<file path="src/verilog/pmf_pkg.sv">
// constants for the power monitor flag, enable and pin-lock block
// Overview of operation
// - deep-sleep wake sets bit 15; reset-vector read clears
// - main supply failure clears bit 15 always
// - supervisor flags 13,12 clear by write/reset-vector read
// - soft power-on reset sets bit 10
// - reset pin source sets bit 9
// - soft brownout sets bit 8
// - bit 6 clears by write or enable-selected vector
// - bit 2 clears by write or enable-selected vector
// - monitor flags 5,1 clear only by write
// - delay expiry sets bits 4,0; interrupt-vector read clears
// - reserved bits read zero, ignore writes
// - enable 13: main overlevel causes power-on reset
// - enable 12 (reset 1): main underlevel causes reset
// - enable 9: core overlevel causes power-on reset
// - enable 8 (reset 1): core underlevel causes reset
// - monitor irq enables 5,1 clear on interrupt-vector read
// - pin lock resets 0, clears by write/power cycle
// - pin lock holds pins through deepest sleep
// - flags 13,12,6,2 take power-up sequence value
// - soft reset triggers self-clear after firing
// - side event mask blocks that side's events
package pmf_pkg;
   // ----------------------------------------------------------------
   // register byte addresses
   // ----------------------------------------------------------------
   localparam logic [7:0] PMF_ADDR_FLAGS   = 8'h00;
   localparam logic [7:0] PMF_ADDR_ENABLES = 8'h04;
   localparam logic [7:0] PMF_ADDR_LOCK    = 8'h08;
   localparam logic [7:0] PMF_ADDR_CTRL    = 8'h0C;
   localparam logic [7:0] PMF_ADDR_RSTVEC  = 8'h10;
   localparam logic [7:0] PMF_ADDR_IRQVEC  = 8'h14;
   // ----------------------------------------------------------------
   // flag bit positions
   // ----------------------------------------------------------------
   localparam int PMF_F_WAKE      = 15;
   localparam int PMF_F_CORE_SV   = 13;
   localparam int PMF_F_MAIN_SV   = 12;
   localparam int PMF_F_SOFT_POR  = 10;
   localparam int PMF_F_RST_PIN   = 9;
   localparam int PMF_F_SOFT_BOR  = 8;
   localparam int PMF_F_MAIN_LVL  = 6;
   localparam int PMF_F_MAIN_MON  = 5;
   localparam int PMF_F_MAIN_DLY  = 4;
   localparam int PMF_F_CORE_LVL  = 2;
   localparam int PMF_F_CORE_MON  = 1;
   localparam int PMF_F_CORE_DLY  = 0;
   // enable bit positions
   localparam int PMF_E_MAIN_OVR  = 13;
   localparam int PMF_E_MAIN_UND  = 12;
   localparam int PMF_E_CORE_OVR  = 9;
   localparam int PMF_E_CORE_UND  = 8;
   // control register bits
   localparam int PMF_C_SOFT_POR  = 3;
   localparam int PMF_C_SOFT_BOR  = 2;
   localparam int PMF_C_MAIN_MASK = 1;
   localparam int PMF_C_CORE_MASK = 0;
   // ----------------------------------------------------------------
   // writable masks and reset values
   // ----------------------------------------------------------------
   localparam logic [15:0] PMF_FLAGS_MASK = 16'hB777;
   localparam logic [15:0] PMF_EN_MASK    = 16'h3377;
   localparam logic [15:0] PMF_EN_RESET   = 16'h1100;
   localparam logic [15:0] PMF_LOCK_MASK  = 16'h0001;
   localparam logic [15:0] PMF_CTRL_MASK  = 16'h0003;
   // flags that take the power-up sequence value
   localparam logic [15:0] PMF_SEQ_MASK   = 16'h3044;
   localparam logic [1:0]  PMF_RESP_OKAY   = 2'h0;
   localparam logic [1:0]  PMF_RESP_SLVERR = 2'h2;
endpackage

</file>
<file path="src/verilog/pmf_top.sv">
// power monitor flags, reset enables and pin lock with axi4-lite slave
//
// The implementer's own choices: the register addresses and the AXI4-Lite register port.
`timescale 1ns/1ps
module pmf_top
   import pmf_pkg::*;
(
   input  wire logic        clk_sys,
   input  wire logic        sys_rst,
   input  wire logic [7:0]  s_axi_awaddr,
   input  wire logic        s_axi_awvalid,
   output logic             s_axi_awready,
   input  wire logic [31:0] s_axi_wdata,
   input  wire logic [3:0]  s_axi_wstrb,
   input  wire logic        s_axi_wvalid,
   output logic             s_axi_wready,
   output logic [1:0]       s_axi_bresp,
   output logic             s_axi_bvalid,
   input  wire logic        s_axi_bready,
   input  wire logic [7:0]  s_axi_araddr,
   input  wire logic        s_axi_arvalid,
   output logic             s_axi_arready,
   output logic [31:0]      s_axi_rdata,
   output logic [1:0]       s_axi_rresp,
   output logic             s_axi_rvalid,
   input  wire logic        s_axi_rready,
   input  wire logic [15:0] seq_flag_value,
   input  wire logic        wake_from_deep_sleep,
   input  wire logic        main_power_fail,
   input  wire logic        reset_pin_source,
   input  wire logic        core_sv_event,
   input  wire logic        main_sv_event,
   input  wire logic        core_lvl_event,
   input  wire logic        main_lvl_event,
   input  wire logic        core_mon_event,
   input  wire logic        main_mon_event,
   input  wire logic        core_dly_event,
   input  wire logic        main_dly_event,
   input  wire logic        deep_sleep_active,
   output logic             por_request,
   output logic             bor_request,
   output logic             pin_hold,
   output logic             pm_irq
);
   // ----------------------------------------------------------------
   // state
   // ----------------------------------------------------------------
   typedef struct packed {
      logic [15:0] flags;
      logic [15:0] en;
      logic        lock;
      logic [1:0]  evmask;
      logic        por;
      logic        swp;
      logic        bor;
      logic        seq_load;
      logic        aw_got;
      logic [7:0]  aw_addr;
      logic        w_got;
      logic [15:0] w_data;
      logic [1:0]  w_strb;
      logic        bvalid;
      logic [1:0]  bresp;
      logic        rvalid;
      logic [31:0] rdata;
      logic [1:0]  rresp;
      logic [2:0]  ev_s1;
      logic [2:0]  ev_s2;
      logic [2:0]  ev_s3;
   } pmf_state_t;

   pmf_state_t st_ff;
   pmf_state_t nxt_st;

   logic        wr_fire;
   logic        rd_fire;
   logic [15:0] set_v;
   logic [15:0] wr_clr;
   logic [15:0] vec_clr;
   logic [15:0] wbits;
   logic [31:0] rd_val;
   logic        rd_ok;
   logic        rst_vec_rd;
   logic        irq_vec_rd;
   logic        main_ok;
   logic        core_ok;
   logic [2:0]  ev_in;

   assign s_axi_awready = ~st_ff.aw_got & ~st_ff.bvalid;
   assign s_axi_wready  = ~st_ff.w_got & ~st_ff.bvalid;
   assign s_axi_arready = ~st_ff.rvalid;
   assign s_axi_bvalid  = st_ff.bvalid;
   assign s_axi_bresp   = st_ff.bresp;
   assign s_axi_rvalid  = st_ff.rvalid;
   assign s_axi_rdata   = st_ff.rdata;
   assign s_axi_rresp   = st_ff.rresp;
   assign por_request   = st_ff.por;
   assign bor_request   = st_ff.bor;
   assign pin_hold      = st_ff.lock & deep_sleep_active;
   // ----------------------------------------------------------------
   // interrupt request
   // ----------------------------------------------------------------
   assign pm_irq = |(st_ff.flags & st_ff.en & 16'h0077);

   // asynchronous pins pass three stages; a pin counts when stages 2 and 3 both read high
   assign ev_in = {wake_from_deep_sleep, main_power_fail, reset_pin_source};

   always_comb begin
      wr_fire    = (st_ff.aw_got | s_axi_awvalid) & (st_ff.w_got | s_axi_wvalid)
                   & ~st_ff.bvalid;
      rd_fire    = s_axi_arvalid & ~st_ff.rvalid;
      rst_vec_rd = rd_fire & (s_axi_araddr == PMF_ADDR_RSTVEC);
      irq_vec_rd = rd_fire & (s_axi_araddr == PMF_ADDR_IRQVEC);
      main_ok    = ~st_ff.evmask[PMF_C_MAIN_MASK];
      core_ok    = ~st_ff.evmask[PMF_C_CORE_MASK];
      // hardware set terms
      set_v = 16'h0000;
      set_v[PMF_F_WAKE]     = st_ff.ev_s2[2] & st_ff.ev_s3[2];
      set_v[PMF_F_RST_PIN]  = st_ff.ev_s2[0] & st_ff.ev_s3[0];
      // only a software trigger marks bit 10; supervisor resets do not
      set_v[PMF_F_SOFT_POR] = st_ff.swp;
      set_v[PMF_F_SOFT_BOR] = st_ff.bor;
      set_v[PMF_F_CORE_SV]  = core_ok & core_sv_event;
      set_v[PMF_F_MAIN_SV]  = main_ok & main_sv_event;
      set_v[PMF_F_CORE_LVL] = core_ok & core_lvl_event;
      set_v[PMF_F_MAIN_LVL] = main_ok & main_lvl_event;
      set_v[PMF_F_CORE_MON] = core_ok & core_mon_event;
      set_v[PMF_F_MAIN_MON] = main_ok & main_mon_event;
      set_v[PMF_F_CORE_DLY] = core_ok & core_dly_event;
      set_v[PMF_F_MAIN_DLY] = main_ok & main_dly_event;
      // vector-read clear terms
      vec_clr = 16'h0000;
      vec_clr[PMF_F_WAKE]     = rst_vec_rd;
      vec_clr[PMF_F_CORE_SV]  = rst_vec_rd;
      vec_clr[PMF_F_MAIN_SV]  = rst_vec_rd;
      vec_clr[PMF_F_SOFT_POR] = rst_vec_rd;
      vec_clr[PMF_F_RST_PIN]  = rst_vec_rd;
      vec_clr[PMF_F_SOFT_BOR] = rst_vec_rd;
      vec_clr[PMF_F_MAIN_LVL] = st_ff.en[PMF_E_MAIN_UND] ? rst_vec_rd : irq_vec_rd;
      vec_clr[PMF_F_CORE_LVL] = st_ff.en[PMF_E_CORE_UND] ? rst_vec_rd : irq_vec_rd;
      vec_clr[PMF_F_MAIN_DLY] = irq_vec_rd;
      vec_clr[PMF_F_CORE_DLY] = irq_vec_rd;
      // monitor flags 5 and 1 have no vector clear
      // write data with byte lanes
      wbits = st_ff.w_got ? st_ff.w_data : s_axi_wdata[15:0];
      wr_clr = 16'h0000;

      nxt_st = st_ff;
      nxt_st.ev_s1 = ev_in;
      nxt_st.ev_s2 = st_ff.ev_s1;
      nxt_st.ev_s3 = st_ff.ev_s2;
      nxt_st.por = 1'b0;
      nxt_st.swp = 1'b0;
      nxt_st.bor = 1'b0;
      nxt_st.seq_load = 1'b0;

      // ------------------------------------------------------------
      // write channel
      // ------------------------------------------------------------
      if (s_axi_awvalid & s_axi_awready) begin
         nxt_st.aw_got  = 1'b1;
         nxt_st.aw_addr = s_axi_awaddr;
      end
      if (s_axi_wvalid & s_axi_wready) begin
         nxt_st.w_got  = 1'b1;
         nxt_st.w_data = s_axi_wdata[15:0];
         nxt_st.w_strb = s_axi_wstrb[1:0];
      end
      if (s_axi_bvalid & s_axi_bready) begin
         nxt_st.bvalid = 1'b0;
      end

      nxt_st.en = st_ff.en;
      if (irq_vec_rd) begin
         nxt_st.en[5] = 1'b0;
         nxt_st.en[1] = 1'b0;
      end

      if (wr_fire) begin
         logic [7:0]  wa;
         logic [1:0]  ws;
         logic [15:0] lane;
         wa   = st_ff.aw_got ? st_ff.aw_addr : s_axi_awaddr;
         ws   = st_ff.w_got ? st_ff.w_strb : s_axi_wstrb[1:0];
         lane = {{8{ws[1]}}, {8{ws[0]}}};
         nxt_st.aw_got = 1'b0;
         nxt_st.w_got  = 1'b0;
         nxt_st.bvalid = 1'b1;
         nxt_st.bresp  = PMF_RESP_OKAY;
         case (wa)
            PMF_ADDR_FLAGS: begin
               // software clears a flag by writing it to 0
               wr_clr = lane & ~wbits & PMF_FLAGS_MASK;
            end
            PMF_ADDR_ENABLES: begin
               nxt_st.en = ((nxt_st.en & ~lane) | (wbits & lane)) & PMF_EN_MASK;
            end
            PMF_ADDR_LOCK: begin
               if (ws[0]) begin
                  nxt_st.lock = wbits[0];
               end
            end
            PMF_ADDR_CTRL: begin
               if (ws[0]) begin
                  nxt_st.evmask = wbits[1:0];
                  nxt_st.por    = wbits[PMF_C_SOFT_POR];
                  nxt_st.swp    = wbits[PMF_C_SOFT_POR];
                  nxt_st.bor    = wbits[PMF_C_SOFT_BOR];
               end
            end
            PMF_ADDR_RSTVEC, PMF_ADDR_IRQVEC: begin
               nxt_st.bresp = PMF_RESP_OKAY;
            end
            default: begin
               nxt_st.bresp = PMF_RESP_SLVERR;
            end
         endcase
      end

      // ------------------------------------------------------------
      // flags: set wins over write and vector clear; power fail clears wake flag
      // ------------------------------------------------------------
      nxt_st.flags = ((st_ff.flags & ~(wr_clr | vec_clr)) | set_v) & PMF_FLAGS_MASK;
      if (st_ff.seq_load) begin
         nxt_st.flags = (nxt_st.flags & ~PMF_SEQ_MASK) | (seq_flag_value & PMF_SEQ_MASK);
      end
      if (st_ff.ev_s2[1] & st_ff.ev_s3[1]) begin
         nxt_st.flags[PMF_F_WAKE] = 1'b0;
      end
      // overlevel/underlevel power-on reset requests
      if ((st_ff.en[PMF_E_MAIN_OVR] & main_ok & main_lvl_event)
          | (st_ff.en[PMF_E_MAIN_UND] & main_ok & main_sv_event)
          | (st_ff.en[PMF_E_CORE_OVR] & core_ok & core_lvl_event)
          | (st_ff.en[PMF_E_CORE_UND] & core_ok & core_sv_event)) begin
         nxt_st.por = 1'b1;
      end

      // ------------------------------------------------------------
      // read channel
      // ------------------------------------------------------------
      rd_ok  = 1'b1;
      rd_val = 32'h0000_0000;
      case (s_axi_araddr)
         PMF_ADDR_FLAGS:   rd_val = {16'h0000, st_ff.flags & PMF_FLAGS_MASK};
         PMF_ADDR_ENABLES: rd_val = {16'h0000, st_ff.en & PMF_EN_MASK};
         PMF_ADDR_LOCK:    rd_val = {31'h0000_0000, st_ff.lock};
         PMF_ADDR_CTRL:    rd_val = {30'h0000_0000, st_ff.evmask};
         PMF_ADDR_RSTVEC:  rd_val = {16'h0000, st_ff.flags & 16'hB700};
         PMF_ADDR_IRQVEC:  rd_val = {16'h0000, st_ff.flags & st_ff.en & 16'h0077};
         default:          rd_ok = 1'b0;
      endcase
      if (s_axi_rvalid & s_axi_rready) begin
         nxt_st.rvalid = 1'b0;
      end
      if (rd_fire) begin
         nxt_st.rvalid = 1'b1;
         nxt_st.rdata  = rd_val;
         nxt_st.rresp  = rd_ok ? PMF_RESP_OKAY : PMF_RESP_SLVERR;
      end
   end

   // ----------------------------------------------------------------
   // registers
   // ----------------------------------------------------------------
   always_ff @(posedge clk_sys) begin
      if (sys_rst) begin
         st_ff          <= '0;
         st_ff.en       <= PMF_EN_RESET;
         st_ff.lock     <= 1'b0;
         st_ff.seq_load <= 1'b1;
      end else begin
         st_ff <= nxt_st;
      end
   end
endmodule

</file>
<file path="config.mk">
export PLATFORM = sky130hd
export DESIGN_NAME = pmf_top
export DESIGN_NICKNAME = d
export VERILOG_FILES = /design/src/verilog/pmf_pkg.sv /design/src/verilog/pmf_top.sv
export SDC_FILE = /design/constraint.sdc
export NUM_CORES = 1
export LEC_CHECK = 0
export BUFFER_PORTS_ARGS = -buffer_cell sky130_fd_sc_hd__buf_2
export CELL_PAD_IN_SITES_DETAIL_PLACEMENT = 1
export CELL_PAD_IN_SITES_GLOBAL_PLACEMENT = 2
export CORE_ASPECT_RATIO = 1.5
export CORE_MARGIN = 5
export CORE_UTILIZATION = 31
export DETAILED_ROUTE_END_ITERATION = 8
export PLACE_DENSITY = 0.86
export SLEW_MARGIN = 30
export SYNTH_ARGS = -nofsm -noshare
export SYNTH_HDL_FRONTEND = slang
export SYNTH_SLANG_ARGS = --single-unit
</file>
<file path="constraint.sdc">
create_clock -name clk_sys -period 4 [get_ports clk_sys]
set_input_delay 0.4 -clock clk_sys [delete_from_list [all_inputs] [get_ports clk_sys]]
set_output_delay 0.4 -clock clk_sys [all_outputs]
set_load 0.03 [all_outputs]
</file>
Yosys cells after proc, flatten, opt, wreduce, memory -nomap -nowiden

Index checks and enable logic that the tools add are counted.
Widths: inputs -> output; s select.

Register bits after elaboration: 108
Logic and storage cells: 136
Input bits: 87
Output and inout bits: 45

Reductions and logical operators: 14
Equal/unequal tests: 10
Muxes and demuxes: 30
Bitwise logic cells: 58

Operators with widths:

| cell               | count |
|---|---|
| $pmux 16 s6        | 1 |
| $mux 76            | 1 |
| $mux 16            | 4 |
| $mux 35            | 1 |
| $and 16x16->16     | 2 |
| $eq 8x4->1 const B | 4 |
| $eq 8x5->1 const B | 4 |
| $not 16->16        | 2 |
| $or 16x16->16      | 2 |
| $and 1x1->1        | 31 |
| $and 14x14->14     | 2 |
| $mux 19            | 1 |
| $reduce_or 6->1    | 3 |
| $eq 8x3->1 const B | 2 |
| $logic_not 8->1    | 2 |
| $or 16x14->16      | 1 |
| $not 14->14        | 1 |
| $or 14x14->14      | 1 |
| $mux 1             | 12 |
| $mux 12            | 1 |
| $mux 5             | 2 |
| $not 1->1          | 10 |
| $mux 9             | 1 |
| $mux 8             | 1 |
| 10 further kinds   | 20 |

Logic depth before layout (Yosys ltp)

Depth in word-level cells: 11
Mapped depth: 7
Depth with buffers taken out: 5

Worst setup path before layout

Ideal clock, no wire load.

Path kind: register -> register
Start: reg st_ff, in the netlist s_axi_rvalid
End: reg st_ff[107] in the netlist's numbering
Setup time: 0.117 ns
Path buffers: 0
Path slack: 2.099 ns
Stages on the path, launching flop included: 5
Data required time: 3.883 ns
Arrival: 1.783 ns
Period minus slack after synthesis: 1.901 ns
Cells stage by stage: dfxtp_1 or4b_1 nor3b_2 a21oi_1 a32o_1

Longest elaborated chain between the ends: 9

RTL lines:

| what                   | line           | RTL |
|---|---|---|
| from (decl)            | pmf_top.sv:72  | `pmf_state_t st_ff;` |
| from (signal assigned) | pmf_top.sv:272 | `st_ff <= nxt_st;` |
| $not 1->1 (*)          | pmf_top.sv:111 | `rd_fire = s_axi_arvalid & ~st_ff.rvalid;` |
| $and 1x1->1 (*)        | pmf_top.sv:111 |  |
| $and 1x1->1 (*)        | pmf_top.sv:112 | `rst_vec_rd = rd_fire & (s_axi_araddr == PMF_ADDR_RSTVEC);` |
| $or 16x16->16 (*)      | pmf_top.sv:223 | `nxt_st.flags = ((st_ff.flags & ~(wr_clr \| vec_clr)) \| set_v) & PMF_FLAGS_MASK;` |
| $not 16->16 (*)        | pmf_top.sv:223 |  |
| $and 16x16->16 (*)     | pmf_top.sv:223 |  |
| $or 16x16->16 (*)      | pmf_top.sv:223 |  |
| $or 16x14->16          | pmf_top.sv:225 | `nxt_st.flags = (nxt_st.flags & ~PMF_SEQ_MASK) \| (seq_flag_value & PMF_SEQ_MASK);` |
| $mux 16 (*)            | pmf_top.sv:224 | `if (st_ff.seq_load) begin` |

Mark *: on every way between the ends. The rest lies on a longest branch, timed or not.
A chain may end at the register's enable or synchronous reset.

Final worst setup path

Start: reg st_ff[74] in the netlist's numbering
End: reg st_ff[104] in the netlist's numbering

Longest elaborated chain between the ends: 9
Elaborated cells between the ends (all ways): 12
Those cells by class: 4 x mux; 7 x bitwise; 1 x reduce/logical

RTL lines:

| what                                                  | line                           | RTL |
|---|---|---|
| $mux 8 / $or 1x1->1 (equally long branches)           | pmf_top.sv:183, pmf_top.sv:109 |  |
| $logic_not 8->1 / $and 1x1->1 (equally long branches) | pmf_top.sv:190, pmf_top.sv:109 |  |
| $mux 16 / $and 1x1->1 (equally long branches)         | pmf_top.sv:190, pmf_top.sv:110 |  |
| $mux 16 (*)                                           | pmf_top.sv:179                 | `if (wr_fire) begin` |
| $or 16x16->16 (*)                                     | pmf_top.sv:223                 |  |
| $not 16->16 (*)                                       | pmf_top.sv:223                 |  |
| $and 16x16->16 (*)                                    | pmf_top.sv:223                 |  |
| $or 16x16->16 (*)                                     | pmf_top.sv:223                 |  |
| $mux 16 (*)                                           | pmf_top.sv:224                 |  |

Marks and branches as above.

==> flow_summary.yaml <==
clock_network:
  clock_sinks: 79
  cts_setup_buffers: 0
  cts_made_buffers: 9
  clk_transition_reported_paths_ps: 60
  holdBufCountCts: 0
  clock_tree.buffer_depth: 2
  clock_latency_ps: 330
  cts-root-buf: "clkbuf_16"
  h-tree-depth: 3
  ctsResizeCount: 0
  cts_tree: "built"
sta:
  setup_tns_ps: 0
  min_period_ps: 2514
  hold_slack_ps: 266.6
  slew_viol_final: 0
  tightest_slew_ps: 641.8
  timing.slew.headroom: 0.5703
  final.setup.worst_slack_ps: 1486
  max_freq_ghz: 0.3978
  period_share: 0.6285
  rsz0062_at_grt: "no"
  hold_viol: 0
  final.setup_skew_ps: 6.213
  final-setup-viol-count: 0
layout:
  ff_latch_area_mm2: 0.001582
  post-route-cell-area_mm2: 0.004487
  drive_above_1_share: 0.2292
  num-fill-cells: 1529
  nets: 588
  antenna_cells: 0
  multi_input_area_mm2: 0.001968
  area_delta_synth_final_pct: 15.68
yosys:
  synth_warnings: 0
  yosys-top-cells-count: "79 x dfxtp_1, 68 x nand2_1, 38 x a21oi_1, 38 x buf_4, 36 x nor2_1"
  synth_edf_count: 0
  yosysUniqueCellTypes: 57
  synth.most_common_cell: "dfxtp_1"
  postSynthCellCount: 448
  synth_area_mm2: 0.003879
  synth_top_area_frac: 0.4077
  yosys.area.top_type: "dfxtp_1"
  synth-main-ff-cell: "dfxtp_1"
  syn_avg_cell_area_um2: 8.658
  ys_top_cells_by_area: "dfxtp_1 41%, buf_4 7.4%, nand2_1 6.6%"
  async_reset_ff_frac: 0
  synth-seq-cells: 79
  yosysSeqAreaShare: 0.4077
placed_design:
  port_buffers: 76
  placed_cell_area_mm2: 0.004178
  gp_congestion: 0.8233
  dp_hpwl_mm: 8.303
  post-place-ws_ps: 1561
worst_setup_path:
  cp-start-kind: "flop"
  crit_arrival_ps: 2710
  path_class: "flop to flop"
  path_max_fanout: 14
  end_kind: "flop"
  worstPathRequired_ps: 4190
drt:
  viasPerCell: 4.992
  route.detailed.drc: 0
  wl_per_cell_um: 16.40
  vias: 3305
  drt-total-wl_mm: 10.86
  drtIter0Drc: 102
  drtPass1Iterations: 4
  ant_nets: 0
floorplan:
  floorplan.initialDensity: 0.3131
  die_h_um: 147.0
  row_count: 50
  core_area_mm2: 0.01239
  die_area_mm2: 0.01490
  die_w_um: 101.3
  ioPinCount: 132
grt:
  antenna_found_initial: 0
  grt_max_degree: 56
  grt.overflow.total: 0
  track_usage: 0.1488
  grt_pass1_vias: 3495
  grt_pass1_wl_mm: 17.48
status:
  outcome: "finished clean"
power:
  ir_drop_mv: 0.1724
  power_density_mw_per_mm2: 438.5
  leakage_nw: 1.756
flow_run:
  max-cap-violations: 0
min_path:
  holdCritPathClass: "primary input to flop"
==> layer usage <==
metal  share of wire  track usage
met2            0.52       0.2595
met5               0            0
met4           0.026      0.06454
met1            0.41       0.1684
met3           0.044      0.03705
==> cell usage in the layout (no fill, tap or decap), types with 4 or more instances in the layout <==
| cell | instances |
|---|---|
| a22oi_1 | 15 |
| a21oi_1 | 38 |
| inv_1 | 8 |
| o2111ai_1 | 5 |
| a32o_1 | 5 |
| buf_2 | 76 |
| o211ai_1 | 5 |
| nor2b_1 | 11 |
| dfxtp_1 | 79 |
| nand3_1 | 4 |
| o21ai_0 | 10 |
| and2_1 | 6 |
| nor3_1 | 10 |
| mux2i_1 | 13 |
| nand2_1 | 68 |
| nor2_1 | 36 |
| nand2b_1 | 14 |
| a32oi_1 | 4 |
| a211oi_1 | 6 |
| mux2_2 | 10 |
| conb_1 | 22 |
| clkbuf_16 | 9 |
==> stage by stage <==
step,std cells,util,power [mW]
6_report,662,0.3622,1.968
5_1_grt,662,0.3622,2.065
4_1_cts,662,0.3622,2.002
3_5_place_dp,646,0.3373,1.152
3_3_place_gp,646,0.3373,1.143
2_1_floorplan,469,-,1.087
==> cells by family after synthesis <==
family,after synthesis,synth area share
compound gates,105,0.1926
flops,79,0.4077
mux,24,0.06613
xor+xnor,2,0.004517
buf+inv,66,0.1052
simple gates,171,0.2229
other cells,1,0.0009668
==> final timing paths <==
kind | startpoint | endpoint | slack [ps] | cells after the start
setup reg to reg | st_ff[74] | st_ff[104] | 1490 | 5
hold / removal | s_axi_rready | s_axi_rvalid | 270 | 2
setup / recovery | st_ff[74] | st_ff[104] | 1490 | 5
hold reg to reg | nxt_st[4] | nxt_st[1] | 440 | 1
==> where the power goes <==
| part | internal, mW | switching [mW] |
|---|---|---|
| registers | 0.824 | 0.0312 |
| clock network | 0.516 | 0.318 |
| logic | 0.0942 | 0.185 |
| total | 1.43 | 0.534 |
==> worst max-delay path, stage by stage, from the launching register on <==
cell and delay, ps:
dfxtp_1 700, o22ai_1 250, nor2_1 420, o2111ai_1 420, nor4b_1 470, nor4_1 100
==> layout make-up <==
type	count	share of cell area
inverter	8	0.006693
clock buffer	11	0.05633
sequential	79	0.3525
multi-input combinational	324	0.4387
tap	156	0.04350
clock inverter	5	0.01255
timing repair buffer	79	0.08979
Note: power is estimated with default switching activity, not from simulation.
